**src/hw/tone_noise_defs.vh**
```
// Register offsets, field positions, reset values and timing counts for the tone/noise generator.
// Assumes inclusion by bare name from each design file.
`ifndef TONE_NOISE_DEFS_VH
`define TONE_NOISE_DEFS_VH
// Register indices of the channel, option and serial keyboard registers (printed offsets are not all multiples of four, so byte address is index*4)
`define IDX_CHAN1_DIVISOR     16'hd200
`define IDX_CHAN1_CONTROL     16'hd201
`define IDX_CHAN2_DIVISOR     16'hd202
`define IDX_CHAN2_CONTROL     16'hd203
`define IDX_CHAN3_DIVISOR     16'hd204
`define IDX_CHAN3_CONTROL     16'hd205
`define IDX_CHAN4_DIVISOR     16'hd206
`define IDX_CHAN4_CONTROL     16'hd207
`define IDX_AUDIO_OPTION      16'hd208
`define IDX_SERIAL_KEYBOARD   16'hd20f
// Byte address of the status register of own choosing
`define ADDR_STATUS           18'h00100
// Control register fields
`define CTL_VOL_LSB           0
`define CTL_VOL_MSB           3
`define CTL_VOL_ONLY          4
`define CTL_NOISE_LSB         5
`define CTL_NOISE_MSB         7
// Reset values
`define RST_DIVISOR           8'h00
`define RST_CONTROL           8'h00
`define RST_OPTION            8'h00
`define RST_SERIAL_KB         8'h00
`define RST_POLY4             4'hf
`define RST_POLY5             5'h1f
`define RST_POLY17            17'h1ffff
// Noise tick: 1.79 MHz derived from 100 MHz clock
`define POLY_TICK_KHZ         1790
`define CLK_KHZ               100000
`define POLY_TICK_DIV         ((`CLK_KHZ) / (`POLY_TICK_KHZ))
`endif

```
**src/hw/four_channel_tone_noise_gen.v**
```verilog
// Function
// - Four independent channels, divisor and control each
// - Divisors at even indices d200 to d206
// - Controls at odd indices d201 to d207
// - Divider emits one pulse per N ticks
// - Low four control bits set amplitude
// - Bits seven to five select noise
// - Noise shift registers clocked at 1.79 MHz
// - Bits shift toward output, feedback enters
// - Five-bit feedback from bits three, five
// - Pass divider pulse only with noise pulse
// - Three noise counters of 4, 5, 17
// - Gating deletes whole pulses, square output
// - Six noise combinations per channel
// - Noise codes map to sources, then halve
// - Volume-only bit outputs constant level
//
// Top of the sound generator with its APB register slave.
// Assumes an APB master on pclk; audio_out feeds an external converter.
//
// Register access over APB was left to the implementer.
`timescale 1ns/10ps
`include "tone_noise_defs.vh"
module four_channel_tone_noise_gen #(
   parameter NUM_CH = 4                    // Channel count
) (
   input  wire        pclk,
   input  wire        presetn,
   input  wire        psel,
   input  wire        penable,
   input  wire        pwrite,
   input  wire [17:0] paddr,
   input  wire [31:0] pwdata,
   input  wire [3:0]  pstrb,
   output reg  [31:0] prdata,
   output reg         pready,
   output reg         pslverr,
   output reg  [5:0]  audio_out,
   output reg  [7:0]  audio_option_control,
   output reg  [7:0]  serial_keyboard_control
);
   ////////////////////////////////////////////////////////////////////////
   // Registers
   reg  [7:0]  div_q  [0:NUM_CH-1];        // Divisor per channel
   reg  [7:0]  ctl_q  [0:NUM_CH-1];        // Control per channel
   reg  [7:0]  tick_cnt_q;                 // 1.79 MHz prescaler
   reg         tick_q;                     // Noise and divider tick
   wire [3:0]  level [0:NUM_CH-1];         // Per-channel output level
   wire        p4;                         // 4-bit poly output
   wire        p5;                         // 5-bit poly output
   wire        p17;                        // 17-bit poly output
   wire        setup;                      // APB setup phase
   wire        access;                     // APB access phase
   wire [15:0] idx;                        // Register index
   wire        addr_ok;                    // Word aligned; range is checked by each hit
   wire        hit_ch;                     // Index in channel range
   wire        hit_opt;                    // Option register hit
   wire        hit_skc;                    // Serial keyboard hit
   wire        hit_stat;                   // Status register hit
   wire [7:0]  sum;                        // Sum of volumes
   wire [2:0]  ch_sel;                     // Channel selected by index
   wire        is_ctl;                     // Odd index is control

   localparam integer TICK_DIV_FULL = `POLY_TICK_DIV;      // Prescale ratio as computed
   localparam [7:0]   TICK_DIV      = TICK_DIV_FULL[7:0];  // Ratio fits eight bits at 100 MHz

   assign setup    = psel && !penable;
   assign access   = psel && penable;
   assign idx      = paddr[17:2];
   assign addr_ok  = (paddr[1:0] == 2'b00);
   assign hit_ch   = addr_ok && (idx >= `IDX_CHAN1_DIVISOR) && (idx <= `IDX_CHAN4_CONTROL);
   assign hit_opt  = addr_ok && (idx == `IDX_AUDIO_OPTION);
   assign hit_skc  = addr_ok && (idx == `IDX_SERIAL_KEYBOARD);
   assign hit_stat = (paddr == `ADDR_STATUS);
   assign ch_sel   = idx[3:1];
   assign is_ctl   = idx[0];
   assign sum      = {4'h0, level[0]} + {4'h0, level[1]} + {4'h0, level[2]} + {4'h0, level[3]};

   ////////////////////////////////////////////////////////////////////////
   // Prescaler gives a one-cycle tick near 1.79 MHz; rate is approximate
   always @(posedge pclk or negedge presetn) begin
      if (!presetn) begin
         tick_cnt_q <= 8'h00;
         tick_q     <= 1'b0;
      end else if (tick_cnt_q == TICK_DIV - 8'h01) begin
         tick_cnt_q <= 8'h00;
         tick_q     <= 1'b1;
      end else begin
         tick_cnt_q <= tick_cnt_q + 8'h01;
         tick_q     <= 1'b0;
      end
   end

   ////////////////////////////////////////////////////////////////////////
   // Three free-running noise counters
   poly_counter #(.LEN(4),  .TAP_A(2),  .TAP_B(3),  .SEED(`RST_POLY4)) u_poly4 (
      .pclk    (pclk),
      .presetn (presetn),
      .advance (tick_q),
      .bit_out (p4)
   );
   poly_counter #(.LEN(5),  .TAP_A(2),  .TAP_B(4),  .SEED(`RST_POLY5)) u_poly5 (
      .pclk    (pclk),
      .presetn (presetn),
      .advance (tick_q),
      .bit_out (p5)
   );
   poly_counter #(.LEN(17), .TAP_A(11), .TAP_B(16), .SEED(`RST_POLY17)) u_poly17 (
      .pclk    (pclk),
      .presetn (presetn),
      .advance (tick_q),
      .bit_out (p17)
   );

   ////////////////////////////////////////////////////////////////////////
   // Per-channel registers and generators
   genvar g;
   generate
      for (g = 0; g < NUM_CH; g = g + 1) begin : g_ch
         // Register writes land on the access edge with lane 0 strobed
         always @(posedge pclk or negedge presetn) begin
            if (!presetn) begin
               div_q[g] <= `RST_DIVISOR;
               ctl_q[g] <= `RST_CONTROL;
            end else if (access && pwrite && hit_ch && pstrb[0] && (ch_sel == g)) begin
               if (is_ctl) begin
                  ctl_q[g] <= pwdata[7:0];
               end else begin
                  div_q[g] <= pwdata[7:0];
               end
            end
         end
         tone_channel u_chan (
            .pclk    (pclk),
            .presetn (presetn),
            .tick    (tick_q),
            .divisor (div_q[g]),
            .control (ctl_q[g]),
            .p4      (p4),
            .p5      (p5),
            .p17     (p17),
            .level_q (level[g])
         );
      end
   endgenerate

   ////////////////////////////////////////////////////////////////////////
   // Option and serial registers: stored only, their effects lie elsewhere
   always @(posedge pclk or negedge presetn) begin
      if (!presetn) begin
         audio_option_control    <= `RST_OPTION;
         serial_keyboard_control <= `RST_SERIAL_KB;
      end else if (access && pwrite && pstrb[0]) begin
         if (hit_opt) begin
            audio_option_control <= pwdata[7:0];
         end
         if (hit_skc) begin
            serial_keyboard_control <= pwdata[7:0];
         end
      end
   end

   ////////////////////////////////////////////////////////////////////////
   // APB answer: no wait state, ready raised in the first access cycle
   always @(posedge pclk or negedge presetn) begin
      if (!presetn) begin
         pready  <= 1'b0;
         pslverr <= 1'b0;
         prdata  <= 32'h0000_0000;
      end else if (setup) begin
         pready  <= 1'b1;
         // Write-only registers refuse reads; unmapped refuses both
         pslverr <= pwrite ? !(hit_ch || hit_opt || hit_skc) : !hit_stat;
         prdata  <= hit_stat && !pwrite ? {24'h000000, sum} : 32'h0000_0000;
      end else begin
         pready  <= 1'b0;
         pslverr <= 1'b0;
         prdata  <= 32'h0000_0000;
      end
   end

   ////////////////////////////////////////////////////////////////////////
   // Summed audio, six bits hold every total up to the maximum of 60
   always @(posedge pclk or negedge presetn) begin
      if (!presetn) begin
         audio_out <= 6'h00;
      end else begin
         audio_out <= sum[5:0];
      end
   end
endmodule // four_channel_tone_noise_gen

```
**src/hw/poly_counter.v**
```verilog
// Polynomial noise shift register of parameterised length with two feedback taps.
// Assumes a one-cycle advance strobe from the owner; shifts toward the high end.
`timescale 1ns/10ps
module poly_counter #(
   parameter LEN   = 5,                    // Register length
   parameter TAP_A = 2,                    // First feedback tap (0-based)
   parameter TAP_B = 4,                    // Second tap, also the output end
   parameter [LEN-1:0] SEED = {LEN{1'b1}}  // Non-zero seed, XOR feedback locks only on all zeros
) (
   input  wire pclk,
   input  wire presetn,
   input  wire advance,
   output wire bit_out
);
   reg [LEN-1:0] sr_q;                     // Shift register contents
   wire          fb;                       // Feedback into bit 0

   // XOR of two taps, all-ones seed keeps the sequence non-degenerate
   assign fb      = sr_q[TAP_A] ^ sr_q[TAP_B];
   assign bit_out = sr_q[LEN-1];           // Last bit is output

   ////////////////////////////////////////////////////////////////////////
   // Shift one place toward the output on each advance
   always @(posedge pclk or negedge presetn) begin
      if (!presetn) begin
         sr_q <= SEED;
      end else if (advance) begin
         sr_q <= {sr_q[LEN-2:0], fb};
      end
   end
endmodule // poly_counter

```
**src/hw/tone_channel.v**
```verilog
// One sound channel: divide-by-N, noise selection, divide by two, volume gating.
// Assumes poly bits and one-cycle input tick from the owner.
`timescale 1ns/10ps
`include "tone_noise_defs.vh"
module tone_channel (
   input  wire       pclk,
   input  wire       presetn,
   input  wire       tick,
   input  wire [7:0] divisor,
   input  wire [7:0] control,
   input  wire       p4,
   input  wire       p5,
   input  wire       p17,
   output reg  [3:0] level_q
);
   reg  [7:0] cnt_q;                       // Divide-by-N counter
   reg        sq_q;                        // Square output after divide by two
   reg        pass;                        // Selection result
   wire       div_pulse;                   // One pulse each N ticks
   wire [2:0] noise;                       // Noise-select field

   assign noise     = control[`CTL_NOISE_MSB:`CTL_NOISE_LSB];
   assign div_pulse = tick && (cnt_q == 8'h00);

   ////////////////////////////////////////////////////////////////////////
   // Selection: six combinations; 5-bit then another means both must be high
   always @* begin
      pass = 1'b1;
      casez (noise)
         3'b000:  pass = p5 & p17;
         3'b0?1:  pass = p5;
         3'b010:  pass = p5 & p4;
         3'b100:  pass = p17;
         3'b1?1:  pass = 1'b1;              // Pure tone
         3'b110:  pass = p4;
         default: pass = 1'b1;
      endcase
   end

   ////////////////////////////////////////////////////////////////////////
   // Divider counts N ticks, zero divisor treated as divide by one
   always @(posedge pclk or negedge presetn) begin
      if (!presetn) begin
         cnt_q   <= 8'h00;
         sq_q    <= 1'b0;
         level_q <= 4'h0;
      end else begin
         if (tick) begin
            if (cnt_q == 8'h00) begin
               cnt_q <= (divisor == 8'h00) ? 8'h00 : divisor - 8'h01;
            end else begin
               cnt_q <= cnt_q - 8'h01;
            end
         end
         // Only whole pulses are dropped, so output stays square
         if (div_pulse && pass) begin
            sq_q <= ~sq_q;
         end
         // Volume-only bypasses the waveform entirely
         if (control[`CTL_VOL_ONLY]) begin
            level_q <= control[`CTL_VOL_MSB:`CTL_VOL_LSB];
         end else begin
            level_q <= sq_q ? control[`CTL_VOL_MSB:`CTL_VOL_LSB] : 4'h0;
         end
      end
   end
endmodule // tone_channel

```
**config.mk**
```make
export PLATFORM = sky130hd
export DESIGN_NAME = four_channel_tone_noise_gen
export DESIGN_NICKNAME = d
export VERILOG_FILES = /design/src/hw/four_channel_tone_noise_gen.v /design/src/hw/poly_counter.v /design/src/hw/tone_channel.v
export VERILOG_INCLUDE_DIRS = /design/src /design/src/hw
export SDC_FILE = /design/constraint.sdc
export NUM_CORES = 1
export LEC_CHECK = 0
export BUFFER_PORTS_ARGS = -buffer_cell sky130_fd_sc_hd__buf_2
export CELL_PAD_IN_SITES_DETAIL_PLACEMENT = 1
export CELL_PAD_IN_SITES_GLOBAL_PLACEMENT = 1
export CORE_UTILIZATION = 47
export DETAILED_ROUTE_END_ITERATION = 10
export GPL_TIMING_DRIVEN = 0
export PLACE_DENSITY = 0.8
export SYNTH_ARGS = -nofsm -noshare
export SYNTH_HDL_FRONTEND = slang
export SYNTH_SLANG_ARGS = --single-unit
```
**constraint.sdc**
```tcl
create_clock -name pclk -period 2.86 [get_ports pclk]
set_clock_uncertainty 0.1 [all_clocks]
set_input_delay 0.286 -clock pclk [delete_from_list [all_inputs] [get_ports pclk]]
set_output_delay 0.286 -clock pclk [all_outputs]
set_load 0.1 [all_outputs]
```
; ---- Yosys cells after proc, flatten, opt, wreduce, memory -nomap -nowiden
; Cells that the tools add are included.
[word_totals]
ff_bits = 207
input_bits = 59
output_inout_bits = 56
[op_classes]
n_reduce_logical = 53
add_sub_neg = 12
bitwise = 10
n_eq_ne = 27
order_cmp = 2
mux = 27
[ops]
columns = operator, count
row1 = 8-bit two-way mux, 9
row2 = 8-bit zero test, 8
row3 = 8-bit by 1-bit subtractor with 8-bit output (second input constant), 8
row4 = 16-bit equality test (second input constant), 2
row5 = 4-bit two-way mux, 8
row6 = 3-bit equality test (second input constant), 8
row7 = 1-bit one-hot mux with 6 select lines, 4
row8 = 1-bit logical AND, 23
row9 = 2-bit AND reduction, 10
row10 = 18-bit by 9-bit equality test with 1-bit output (second input constant), 1
row11 = 3-bit by 2-bit equality test with 1-bit output (second input constant), 6
row12 = 16-bit >= comparator (second input constant), 1
row13 = 16-bit <= comparator (second input constant), 1
row14 = 3-bit zero test, 5
row15 = 7-bit two-way mux, 2
row16 = 8-bit by 1-bit adder with 8-bit output (second input constant), 1
row17 = 2-bit by 1-bit equality test with 1-bit output (second input constant), 4
row18 = 2-bit equality test (second input constant), 4
row19 = 8-bit by 6-bit equality test with 1-bit output (second input constant), 1
row20 = 6-bit by 4-bit adder with 7-bit output, 1
row21 = 5-bit by 4-bit adder with 6-bit output, 1
row22 = 4-bit by 4-bit adder with 5-bit output, 1
row23 = 1-bit inverter, 5
row24 = 1-bit zero test, 4
row25 = 6 further kinds, 13

; ---- Longest topological paths before layout
[logic_depth]
depth_word = 8
ltp_mapped = 11
depth_no_buf = 11

; ---- Modules after synthesis
; A second synthesis with hierarchy kept.
[hier_totals]
cells_unflattened = 750
area_unflattened_um2 = 8981.1
[by_module_without_submodules]
columns = module, area_per_inst_um2, cells_per_inst, n_inst, seq_area_each_um2
row1 = four_channel_tone_noise_gen, 4511.8, 322, 1, 2577.5
row2 = tone_channel, 853.3, 92, 4, 325.3
row3 = poly_counter (u_poly17), 705.7, 38, 1, 446.7
row4 = poly_counter (u_poly5), 193.9, 12, 1, 131.4
row5 = poly_counter (u_poly4), 156.4, 10, 1, 105.1

; ---- Worst setup path before layout
; OpenSTA, ideal clock, no wires.
[synth_timing]
kind = flip-flop to flip-flop
startpoint = register g_ch[0].u_chan.level_q[2]
endpoint = register prdata[4]
t_required_ns = 2.636
slack_ns = 0.373
path_buffers = 0
arrival_ns = 2.263
synth_period_minus_slack_ns = 2.487
path_stages_with_launch = 10
path_cell_list = dfrtp_1 -> inv_1 -> fa_1 -> fa_1 -> inv_1 -> ha_1 -> a21o_1 -> a21oi_1 -> xor2_1 -> nor2_1
[synth_between]
elab_chain_cells = 5
[synth_lines]
columns = element, line
row1 = "start, declared", tone_channel.v:14  ; output reg [3:0] level_q
row2 = "start signal, assigned", tone_channel.v:61  ; level_q <= control[`CTL_VOL_MSB:`CTL_VOL_LSB];
row3 = "start signal, assigned", tone_channel.v:63  ; level_q <= sq_q ? control[`CTL_VOL_MSB:`CTL_VOL_LSB] : 4'h0;
row4 = 4-bit by 4-bit adder with 5-bit output, four_channel_tone_noise_gen.v:77  ; assign sum = {4'h0, level[0]} + {4'h0, level[1]} + {4'h0, level[2]} + {4'h0, level[3]};
row5 = 5-bit by 4-bit adder with 6-bit output, four_channel_tone_noise_gen.v:77
row6 = 6-bit by 4-bit adder with 7-bit output, four_channel_tone_noise_gen.v:77
row7 = 7-bit two-way mux, four_channel_tone_noise_gen.v:174  ; prdata <= hit_stat && !pwrite ? {24'h000000, sum} : 32'h0000_0000;
row8 = 7-bit two-way mux, four_channel_tone_noise_gen.v:170  ; end else if (setup) begin
row9 = "end signal, assigned", four_channel_tone_noise_gen.v:174
row10 = "end, declared", four_channel_tone_noise_gen.v:35  ; output reg [31:0] prdata,
; Every way passes these cells.
; A chain may end at the register's enable or synchronous reset.

; ---- Worst setup path in the final report
[layout_timing]
startpoint = register g_ch[2].u_chan.level_q[1]
endpoint = register prdata[5]
[layout_between]
elab_chain_cells = 4
[layout_lines]
columns = element, line
row1 = "start, declared", tone_channel.v:14
row2 = "start signal, assigned", tone_channel.v:61
row3 = "start signal, assigned", tone_channel.v:63
row4 = 5-bit by 4-bit adder with 6-bit output, four_channel_tone_noise_gen.v:77
row5 = 6-bit by 4-bit adder with 7-bit output, four_channel_tone_noise_gen.v:77
row6 = net sum[5], four_channel_tone_noise_gen.v:60  ; wire [7:0] sum;
row7 = 7-bit two-way mux, four_channel_tone_noise_gen.v:174
row8 = 7-bit two-way mux, four_channel_tone_noise_gen.v:170
; The timed path passes the listed nets, and every way through them passes these cells.

==> qor.yml <==
required_ns: 3.13
fin_crit_ns: 2.69
synth_edf_count: 0
rsz0062_at_grt: "false"
crit_arrival_ns: 2.96
vias: 6053
timing.final.crit_share: 0.940
async_flop_share: 1.00
max_cap_viol_count: 0
grt_pass1_wl_um: 35400
finalWirelength_um: 21500
cts-root-buf: "clkbuf_16"
critical-path-top-delay-family: "adder cells"
ys_dominant_reg_cell: "dfrtp_1"
netlist_area_um2: 8950
grt_pass1_vias: 6662
crit_buf_inv: 3
n_fill_cell: 1913
dr.pass1.iters: 4
synth_cell_type_count: 68
start_kind: "register"
slew_violations: 0
io_buffers: 53
antenna_found_initial: 0
end_kind: "register"
cts.clk_slew.worst_paths_ns: 0.07
hpwl_um: 15000
antenna_cells: 0
clock_latency_ns: 0.45
area_growth_pct: 14.9
cts.sinks: 181
clock.fmax_mhz: 372
synth-seq-cells: 181
ant_nets: 0
worst_pin_slew_ns: 1.03
grt_use_total: 0.235
core_area_um2: 18700
cts_max_path_buffers: 2
final_nets: 933
ir_worst_vdd_mv: 0.467
cts_tree: "done"
crit_path_top_delay_cell: "fa_1"
whs_ns: 0.0902
cp_cell_sequence: "inv_1, fa_1, fa_1, inv_1, ha_1, inv_1, fa_2, nor2b_1, o21ai_1, nand2b_1, nor2b_2"
hold_violations: 0
setup_viol: 0
p_leak_nw: 5.09
outcome: "finished clean"
worstSetupPathType: "register to register"
start_util: 0.479
synth_area_per_cell_um2: 12.0
finalSetupTns_ns: 0
synth_area_leader_cell: "dfrtp_1"
dieArea_um2: 19600
cts_buffers: 17
synth_area_leaders: "dfrtp_1 43%, mux2_2 12%, dfstp_2 7.6%"
grt_max_degree: 132
ys_warn_count: 0
avgRoutedWirePerCell_um: 19.7
h-tree-depth: 4
drcViolationCount: 0
io_pins: 115
synthCells: 747
synth.top_cell.area_share: 0.433
relSlewSlack: 0.309
place_congestion: 0.782
yosysSeqAreaShare: 0.510
crit_top_cell: "inv_1"
fin_total_pwr_mw: 5.36
grt-ovfl-total: 0
crit_fanout: 2
drt_iter0_markers: 258
hold_class: "primary input to register"
post_cts_buffers: 0
cp_slowest_stage_delay_ns: 0.58
placementRows: 50
die_h_um: 140
drive_gt1_frac: 0.314
viasPerCell: 5.53
die_w_um: 140
power_density_nw_per_um2: 521
[logic make-up after synthesis]
| kind of cell | after synthesis | synth area share |
|---|---|---|
| xor gates and xnor gates | 30 | 0.0293 |
| and+or+nand+nor | 213 | 0.152 |
| buffers and inverters | 98 | 0.0560 |
| muxes | 113 | 0.144 |
| adders and majority gates | 27 | 0.0444 |
| DFF | 181 | 0.510 |
| other | 1 | 0.000419 |
| AOI/OAI and AO/OA | 84 | 0.0637 |
[metrics by stage]
| step | utilization | cells | area (µm²) | setup slack (ns) |
|---|---|---|---|---|
| global route | 0.550 | 1094 | 10300 | 0.0237 |
| global placement | 0.513 | 1059 | 9600 | -1.25 |
| finish | 0.550 | 1094 | 10300 | 0.172 |
| floorplan | - | 772 | 9050 | 0.373 |
| detailed placement | 0.515 | 1060 | 9640 | 0.0739 |
| CTS | 0.550 | 1094 | 10300 | 0.0991 |
[state kept, by name, indices dropped and copies added, names as in the netlist]
signal and flops:
tick_q 1, prdata 6, tick_cnt_q 8, u_poly17.sr_q 17, div_q 32, pslverr 1
g_ch.u_chan.sq_q 4, serial_keyboard_control 8, u_poly5.sr_q 5, ctl_q 32, u_poly4.sr_q 4, g_ch.u_chan.level_q 16
audio_option_control 8, audio_out 6, pready 1, g_ch.u_chan.cnt_q 32
[report_power, final]
| group | switching, mW | total [mW] | internal [mW] | leakage, nW |
|---|---|---|---|---|
| Combinational | 0.268 | 0.322 | 0.0544 | 2.38 |
| Sequential | 0.000456 | 2.56 | 2.56 | 2.42 |
| Clock | 1.08 | 2.48 | 1.40 | 0.296 |
| Total | 1.34 | 5.36 | 4.02 | 5.09 |
[cell type report]
| type | instances | area, µm² | share of cell area |
|---|---|---|---|
| Buffer | 49 | 320 | 0.0311 |
| Clock inverter | 15 | 193 | 0.0187 |
| Inverter | 49 | 184 | 0.0179 |
| Sequential cell | 181 | 4560 | 0.443 |
| Timing Repair Buffer | 56 | 323 | 0.0314 |
| Multi-Input combinational cell | 493 | 3990 | 0.388 |
| Clock buffer | 17 | 425 | 0.0414 |
| Tap cell | 234 | 293 | 0.0285 |
[layer usage]
| metal | vias to the layer above | GRT usage | share of wire |
|---|---|---|---|
| li1 | 2771 | - | - |
| met1 | 3118 | 0.278 | 0.41 |
| met2 | 118 | 0.421 | 0.53 |
| met3 | 46 | 0.0444 | 0.034 |
| met4 | 0 | 0.0983 | 0.026 |
| met5 | - | 0 | 0 |
[worst reg2reg max path: cells and delay by family (launching register included)]
kind,cells,cell delay [ns]
AO/OA/AOI/OAI,1,0.08
adder cells (fa/ha/maj),4,1.54
buffers and inverters,3,0.19
flip-flops,1,0.34
AND/OR/NAND/NOR,3,0.38
[cells in the mapped netlist, types with 9 or more instances]
library cell,count
o21ai_0,24
nor2_1,35
mux2i_1,10
nand3_1,13
nor3_1,20
xor2_1,14
buf_4,26
inv_1,49
mux2_2,93
nor2b_1,32
ha_1,19
dfstp_2,26
xnor2_1,16
dfrtp_1,155
nand2b_1,15
nand2_1,28
a21oi_1,12
nand4_4,9
clkbuf_1,11
[final timing paths]
check	endpoint	startpoint	slack, ns	cells past startpoint
setup / recovery	prdata[5]$_DFF_PN0_	g_ch[2].u_chan.level_q[1]$_DFF_PN0_	0.17	11
hold / removal	pready$_DFF_PN0_	psel	0.09	2
setup reg to reg	prdata[5]$_DFF_PN0_	g_ch[2].u_chan.level_q[1]$_DFF_PN0_	0.17	11
hold reg to reg	tick_cnt_q[7]$_DFF_PN0_	tick_cnt_q[7]$_DFF_PN0_	0.38	1
max in group asynchronous	audio_out[0]$_DFF_PN0_	presetn	1.47	3
min in group asynchronous	g_ch[1].u_chan.cnt_q[5]$_DFFE_PN0P_	presetn	0.25	2
[what timing repair did]
| action | in CTS | in global routing |
|---|---|---|
| setup endpoints to repair | 3 | 2 |
| gates resized for setup | 1 | 5 |
| endpoints found under the hold margin | 51 | 0 |
| pin swaps | 0 | 1 |
| hold buffers | 2 | 0 |
[layout by cell type, fill, tap and decap left out, types with 23 or more instances in the layout]
master,count
nor2_1,35
nor2b_1,31
buf_2,53
inv_1,49
conb_1,26
mux2_2,93
dfstp_2,26
o21ai_0,23
dfrtp_1,155
nand2_1,28
buf_4,26
No activity file was read; power rests on OpenSTA's default activity.
